## config.mk

```make
export PLATFORM = sky130hd
export DESIGN_NAME = qdac_serial_port
export DESIGN_NICKNAME = d
export VERILOG_FILES = /design/src/qdac_channel.v /design/src/qdac_serial_port.v
export VERILOG_INCLUDE_DIRS = /design/src
export SDC_FILE = /design/constraint.sdc
export NUM_CORES = 1
export LEC_CHECK = 0
export BUFFER_PORTS_ARGS = -buffer_cell sky130_fd_sc_hd__buf_2
export CAP_MARGIN = 20
export CORE_MARGIN = 3
export CORE_UTILIZATION = 60
export CTS_BUF_LIST = sky130_fd_sc_hd__clkbuf_8
export DETAILED_ROUTE_END_ITERATION = 10
export PLACE_DENSITY = 0.81
export SLEW_MARGIN = 20
export SYNTH_ARGS = -nofsm -noshare
export SYNTH_HDL_FRONTEND = slang
export SYNTH_SLANG_ARGS = --single-unit
```

## constraint.sdc

```tcl
create_clock -name clk_i -period 7.2 [get_ports clk_i]
set_clock_uncertainty 0.05 [all_clocks]
set_input_delay 0.36 -clock clk_i [delete_from_list [all_inputs] [get_ports clk_i]]
set_output_delay 0.36 -clock clk_i [all_outputs]
set_load 0.005 [all_outputs]
```

## src/qdac_consts.vh

```
// Constants for the quad converter serial input port
`ifndef QDAC_CONSTS_VH
`define QDAC_CONSTS_VH

// Word lengths per variant
`define QDAC_WORD_W_HI       16
`define QDAC_WORD_W_LO       14
// Code widths per variant
`define QDAC_CODE_W_HI       12
`define QDAC_CODE_W_LO       10
// Frame bit counter
`define QDAC_COUNT_RST       5'h00
`define QDAC_COUNT_STEP      5'h01
`define QDAC_COUNT_MAX       5'h1f
// Field positions inside the 16-bit word
`define QDAC_BIT_SHDN_ALL    15
`define QDAC_BIT_SHDN_ONE    14
`define QDAC_BIT_SEL_HI      13
`define QDAC_BIT_SEL_LO      12
`define QDAC_DATA_MSB        11
// Reset values and channel count
`define QDAC_SHIFT_RST       16'h0000
`define QDAC_CODE_RST        12'h000
`define QDAC_SHDN_RST        4'h0
`define QDAC_CHANNELS        4

`endif

```

## src/qdac_channel.v

```verilog
// One converter channel: input register, output register and shutdown flag
`timescale 1ns/100ps
`default_nettype none
`include "qdac_consts.vh"

module qdac_channel
#(
	parameter CODE_W = 12
)
(
	input  wire              clk_i,
	input  wire              rst_i,
	input  wire              async_clear_n_i,
	input  wire              write_i,
	input  wire              load_i,
	input  wire [CODE_W-1:0] code_i,
	input  wire              shdn_set_i,
	input  wire              shdn_write_i,
	output reg  [CODE_W-1:0] code_o,
	output reg               shdn_o
);

reg [CODE_W-1:0] input_reg_ff;

//==========================================================
// Double buffered registers
always @(posedge clk_i or posedge rst_i)
begin
	if (rst_i)
	begin
		input_reg_ff <= {CODE_W{1'b0}};
		code_o       <= {CODE_W{1'b0}};
		shdn_o       <= 1'b0;
	end
	else if (!async_clear_n_i)
	begin
		input_reg_ff <= {CODE_W{1'b0}};
		code_o       <= {CODE_W{1'b0}};
		shdn_o       <= 1'b0;
	end
	else
	begin
		if (write_i)
			input_reg_ff <= code_i;
		if (shdn_write_i)
			shdn_o <= shdn_set_i;
		// A write and a load in the same cycle pass the new code straight on
		if (load_i)
			code_o <= write_i ? code_i : input_reg_ff;
	end
end

endmodule // qdac_channel

`default_nettype wire

```

## src/qdac_serial_port.v

```verilog
// Serial input port of a quad voltage-output converter
// Operation
// - Serial data is sampled into the shift register on each rising serial clock edge while chip select is low.
// - Words are shifted most significant bit first, 16 bits wide or 14 bits for the 10-bit variant.
// - The 10-bit variant keeps only the last 14 bits shifted in and drops any earlier ones.
// - When chip select rises after a transfer the new word is loaded into the addressed channel.
// - Clock edges enter the shift register only while chip select is low.
// - The target channel is chosen by decoding the two channel-select bits of the word.
// - Shutdown-all set shuts all channels, else shutdown-one set shuts the addressed channel.
// - Outputs update either automatically after a word or under control of the load strobe.
`timescale 1ns/100ps
`default_nettype none
`include "qdac_consts.vh"

module qdac_serial_port
#(
	parameter TEN_BIT = 0
)
(
	input  wire        clk_i,
	input  wire        rst_i,
	input  wire        serial_clk_i,
	input  wire        serial_in_line_i,
	input  wire        chip_select_n_i,
	input  wire        output_load_strobe_n_i,
	input  wire        async_clear_n_i,
	input  wire        auto_update_i,
	output wire [11:0] code_a_o,
	output wire [11:0] code_b_o,
	output wire [11:0] code_c_o,
	output wire [11:0] code_d_o,
	output wire [3:0]  shutdown_o,
	output reg         word_done_o,
	output reg  [4:0]  bit_count_o
);

localparam CODE_W = TEN_BIT ? `QDAC_CODE_W_LO : `QDAC_CODE_W_HI;

reg  [15:0] shift_ff;
reg  [15:0] nxt_shift;
reg         sclk_ff;
reg         cs_n_ff;
reg         load_pend_ff;
reg  [4:0]  nxt_count;
wire        sclk_rise;
wire        cs_rise;
wire [15:0] word;
wire [1:0]  sel;
wire        shdn_all;
wire        shdn_one;
wire        load_now;
wire [CODE_W-1:0] new_code;
wire [3:0]  chan_write;
wire [3:0]  shdn_write;
wire        shdn_val;

//==========================================================
// Edge detection on the host's clock and select
assign sclk_rise = serial_clk_i & ~sclk_ff;
assign cs_rise   = chip_select_n_i & ~cs_n_ff;

always @*
begin
	nxt_shift = shift_ff;
	nxt_count = bit_count_o;
	if (!chip_select_n_i && sclk_rise)
	begin
		nxt_shift = {shift_ff[`QDAC_WORD_W_HI-2:0], serial_in_line_i};
		if (bit_count_o != `QDAC_COUNT_MAX)
			nxt_count = bit_count_o + `QDAC_COUNT_STEP;
	end
	if (cs_rise)
		nxt_count = `QDAC_COUNT_RST;
end

//==========================================================
// Samples of the host's clock and select from the last edge
always @(posedge clk_i or posedge rst_i)
begin
	if (rst_i)
	begin
		sclk_ff <= 1'b0;
		cs_n_ff <= 1'b1;
	end
	else
	begin
		sclk_ff <= serial_clk_i;
		cs_n_ff <= chip_select_n_i;
	end
end

//==========================================================
// Input shift register and frame bit counter
always @(posedge clk_i or posedge rst_i)
begin
	if (rst_i)
	begin
		shift_ff    <= `QDAC_SHIFT_RST;
		bit_count_o <= `QDAC_COUNT_RST;
	end
	else
	begin
		shift_ff    <= async_clear_n_i ? nxt_shift : `QDAC_SHIFT_RST;
		bit_count_o <= nxt_count;
	end
end

//==========================================================
// End-of-word pulse and pending automatic update
always @(posedge clk_i or posedge rst_i)
begin
	if (rst_i)
	begin
		word_done_o  <= 1'b0;
		load_pend_ff <= 1'b0;
	end
	else
	begin
		word_done_o <= cs_rise;
		// A new word wins over the load's clear of the pending update, but the async clear wins over both
		if (!async_clear_n_i)
			load_pend_ff <= 1'b0;
		else if (cs_rise && auto_update_i)
			load_pend_ff <= 1'b1;
		else if (load_now)
			load_pend_ff <= 1'b0;
	end
end

//==========================================================
// Word decode: the 10-bit variant sees the last 14 bits as its word
assign word     = TEN_BIT ?
	{shift_ff[`QDAC_WORD_W_LO-1:0], {(`QDAC_WORD_W_HI-`QDAC_WORD_W_LO){1'b0}}} : shift_ff;
assign shdn_all = word[`QDAC_BIT_SHDN_ALL];
assign shdn_one = word[`QDAC_BIT_SHDN_ONE];
assign sel      = {word[`QDAC_BIT_SEL_HI], word[`QDAC_BIT_SEL_LO]};
assign new_code = word[`QDAC_DATA_MSB -: CODE_W];

// Auto update one cycle after the word lands, or level-sensitive load strobe
assign load_now = load_pend_ff | ~output_load_strobe_n_i;

//==========================================================
// Channel decode and the four channel registers
assign shdn_val      = shdn_all | shdn_one;
assign chan_write[0] = cs_rise && (sel == 2'h0);
assign chan_write[1] = cs_rise && (sel == 2'h1);
assign chan_write[2] = cs_rise && (sel == 2'h2);
assign chan_write[3] = cs_rise && (sel == 2'h3);
// Shutdown-all writes every flag, otherwise only the addressed one
assign shdn_write    = chan_write | {`QDAC_CHANNELS{cs_rise & shdn_all}};

qdac_channel
#(
	.CODE_W          (CODE_W)
)
u_chan_a
(
	.clk_i           (clk_i),
	.rst_i           (rst_i),
	.async_clear_n_i (async_clear_n_i),
	.write_i         (chan_write[0]),
	.load_i          (load_now),
	.code_i          (new_code),
	.shdn_set_i      (shdn_val),
	.shdn_write_i    (shdn_write[0]),
	.code_o          (code_a_o[CODE_W-1:0]),
	.shdn_o          (shutdown_o[0])
);

qdac_channel
#(
	.CODE_W          (CODE_W)
)
u_chan_b
(
	.clk_i           (clk_i),
	.rst_i           (rst_i),
	.async_clear_n_i (async_clear_n_i),
	.write_i         (chan_write[1]),
	.load_i          (load_now),
	.code_i          (new_code),
	.shdn_set_i      (shdn_val),
	.shdn_write_i    (shdn_write[1]),
	.code_o          (code_b_o[CODE_W-1:0]),
	.shdn_o          (shutdown_o[1])
);

qdac_channel
#(
	.CODE_W          (CODE_W)
)
u_chan_c
(
	.clk_i           (clk_i),
	.rst_i           (rst_i),
	.async_clear_n_i (async_clear_n_i),
	.write_i         (chan_write[2]),
	.load_i          (load_now),
	.code_i          (new_code),
	.shdn_set_i      (shdn_val),
	.shdn_write_i    (shdn_write[2]),
	.code_o          (code_c_o[CODE_W-1:0]),
	.shdn_o          (shutdown_o[2])
);

qdac_channel
#(
	.CODE_W          (CODE_W)
)
u_chan_d
(
	.clk_i           (clk_i),
	.rst_i           (rst_i),
	.async_clear_n_i (async_clear_n_i),
	.write_i         (chan_write[3]),
	.load_i          (load_now),
	.code_i          (new_code),
	.shdn_set_i      (shdn_val),
	.shdn_write_i    (shdn_write[3]),
	.code_o          (code_d_o[CODE_W-1:0]),
	.shdn_o          (shutdown_o[3])
);

//==========================================================
// The 10-bit variant leaves the top code bits at zero
generate
	if (CODE_W < `QDAC_CODE_W_HI)
	begin : g_pad
		assign code_a_o[`QDAC_CODE_W_HI-1:CODE_W] = {(`QDAC_CODE_W_HI-CODE_W){1'b0}};
		assign code_b_o[`QDAC_CODE_W_HI-1:CODE_W] = {(`QDAC_CODE_W_HI-CODE_W){1'b0}};
		assign code_c_o[`QDAC_CODE_W_HI-1:CODE_W] = {(`QDAC_CODE_W_HI-CODE_W){1'b0}};
		assign code_d_o[`QDAC_CODE_W_HI-1:CODE_W] = {(`QDAC_CODE_W_HI-CODE_W){1'b0}};
	end
endgenerate

endmodule // qdac_serial_port

`default_nettype wire

```

==> flow_summary.ini <==
[status]
status = completed

[routing]
remaining_drc_errors = 0
wl_mm = 10.7
drt-initial-drc-count = 198
vias = 3390
avgRoutedWirePerCell_um = 17.5
dr.pass1.iters = 4
viasPerCell = 5.53
ant_nets = 0

[yosys]
yosysSeqAreaShare_pct = 61.7
synth_nets = 450
syn_area_mm2 = 0.00507
syn_avg_cell_area_um2 = 11.5
synth_seq_cells = 125
synth_cell_types = 32
netlist_instances = 440
synth_warnings = 0

[final_layout]
multi_input_area_mm2 = 0.00176
largest_register_ff_count = 16
regMostFlops = shift_ff
nets = 508
register_area_mm2 = 0.00313
drive_gt1_share_pct = 21.3
final_cell_mix = dfrtp_1 (124), nand2_1 (86), buf_2 (65)
antenna_cells = 0
area_growth_pct = 16.6
final_common_cell = dfrtp_1
fillers = 563

[floorplanning]
die-height_um = 98.0
io_pins = 66
initial_core_util_pct = 63.7
num_rows = 32
die_area_mm2 = 0.00960
core_area_mm2 = 0.00797
die_w_um = 98.0

[sta]
hold_violations = 0
rsz0062_at_grt = false
setup_viol = 0
finalCritPeriodShare_pct = 29.4
slew_violations = 0
tightest_slew_ns = 1.06
max_clock_freq_mhz = 473
period_needed_ns = 2.11
tns_ns = 0
slew_headroom_pct = 29.4

[worst_setup_path]
required_ns = 7.46
crit_path_end_kind = register
crit_fanout = 6
reg2reg_to = bit_count_o[3]
critPathLaunchType = register
critPathKind = register to register
crit_path_start = bit_count_o[0]
crit_arrival_ns = 2.37
rr_worst_depth = 6
worstReg2RegStart = bit_count_o[0]
reg2reg_slack_ns = 5.09

[grt]
grt_max_degree = 83
antenna_found_initial = 0
grt_use_total_pct = 24.0
grt_pass1_vias = 3532
grt_overflow = 0
grt_first_pass_wirelength_mm = 18.0

[hold_path]
holdPathStages = 1
hold_end = sclk_ff
min_path_type = primary input to register
min_from = serial_clk_i

[pwr]
p_total_mw = 1.51
pwr-share-seq_pct = 46.9
pwr-share-clk_pct = 49.5
ir_worst_vdd_mv = 0.151
p_leak_nw = 2.91
p_sw_share_pct = 20.9
comb_power_share_pct = 3.6
p_int_mw = 1.20
pwr_density_cell_mw_per_mm2 = 256
switchingPower_mw = 0.317

[clock_network]
cts_tree = done
cts_max_level = 4
clock-sinks = 125
cts_buffers = 17
clk_pin_slew_ns = 0.07
clk_latency_ns = 0.43
clock-root-buffer = clkbuf_8
clockBufferDepth = 2
ctsResizeCount = 0

[place]
portBuffers = 65
gp_congestion = 0.753
hpwl_mm = 6.40

[flow_run]
cap_violations = 0
==> worst max-delay path, cell delays in order, from the launching register on <==
cell     delay [ns]
dfrtp_1        0.42
ha_1           0.24
and3_1         0.20
ha_1           0.23
nor4b_4        0.38
nand4_1        0.15
mux2_1         0.32
==> per-layer routing <==
metal / routed length (um) / part of all wire, % / track usage [%]
met5: 0 / 0 / 0
met4: 216 / 2.0 / 9.05
met3: 474 / 4.4 / 6.07
met2: 5320 / 50 / 39.7
met1: 4700 / 44 / 30.7
==> power groups by stage <==
stage | sequential (mW) | clock, mW | combinational [mW]
4_1_cts | 0.709 | 0.751 | 0.0533
6_report | 0.709 | 0.749 | 0.0538
2_1_floorplan | 0.722 | 0 | 0.0389
3_5_place_dp | 0.723 | 0 | 0.0524
3_3_place_gp | 0.722 | 0 | 0.0514
5_1_grt | 0.709 | 0.789 | 0.0604
==> synth_stat cells (all sizes together) <==
library cell / count / share of area (%)
a211o: 1 / 0.17
a21boi: 16 / 2.4
a21oi: 3 / 0.30
and3: 2 / 0.25
and3b: 2 / 0.35
and4bb: 2 / 0.49
buf: 15 / 2.1
clkbuf: 17 / 1.3
dfrtp: 124 / 61
dfstp: 1 / 0.52
ha: 2 / 0.49
inv: 4 / 0.30
mux2: 1 / 0.22
mux2i: 48 / 9.5
nand2: 86 / 6.4
nand3: 1 / 0.099
nand4: 1 / 0.12
nand4b: 1 / 0.30
nor2: 4 / 0.30
nor2b: 49 / 6.0
nor3b: 1 / 0.25
nor4b: 2 / 0.94
o21ai: 51 / 5.0
o311a: 3 / 0.62
o31ai: 1 / 0.15
or3b: 1 / 0.17
xnor2: 1 / 0.17
==> area by class of cell <==
type	count	area share [%]
Timing Repair Buffer	71	6.58
Clock buffer	20	4.65
Inverter	4	0.296
Tap cell	102	2.16
Sequential cell	125	52.9
Clock inverter	12	3.64
Multi-Input combinational cell	279	29.8
==> worst max-delay path by stage <==
stage	to	slack, ns	cells after the start
floorplan	bit_count_o[0]	3.46	1
global placement	u_chan_a.code_o[3]	5.03	4
detailed placement	u_chan_a.code_o[2]	4.98	4
CTS	u_chan_a.code_o[0]	4.98	3
global route	bit_count_o[3]	5.00	6
finish	bit_count_o[3]	5.09	6
==> cell families (layout without fill, tap and decap cells) <==
family | count (synthesis) | in the layout | synth area share [%]
XOR/XNOR | 1 | 1 | 0.173
multiplexers | 49 | 49 | 9.69
AND/OR/NAND/NOR | 152 | 152 | 15.7
buffers and inverters | 36 | 107 | 3.70
AO/OA/AOI/OAI | 75 | 75 | 8.63
adder cells (fa/ha/maj) | 2 | 2 | 0.493
flip-flops | 125 | 125 | 61.7
==> metrics by stage <==
step	cells	worst slack, ns	cell area, um^2	hold WS [ns]	util, %
finish	613	5.09	5920	0.0366	74.2
CTS	611	4.98	5880	0.0153	73.9
global route	613	5.00	5920	0.0209	74.2
global placement	578	5.03	5380	0.381	67.6
detailed placement	578	4.98	5380	0.392	67.6
floorplan	440	3.46	5070	0.314	-
==> timing repair <==
action	4_1_cts	5_1_grt
endpoints found under the hold margin	43	0
hold buffers	1	0
setup buffers	0	0
Power figures use the tool's default switching activity.
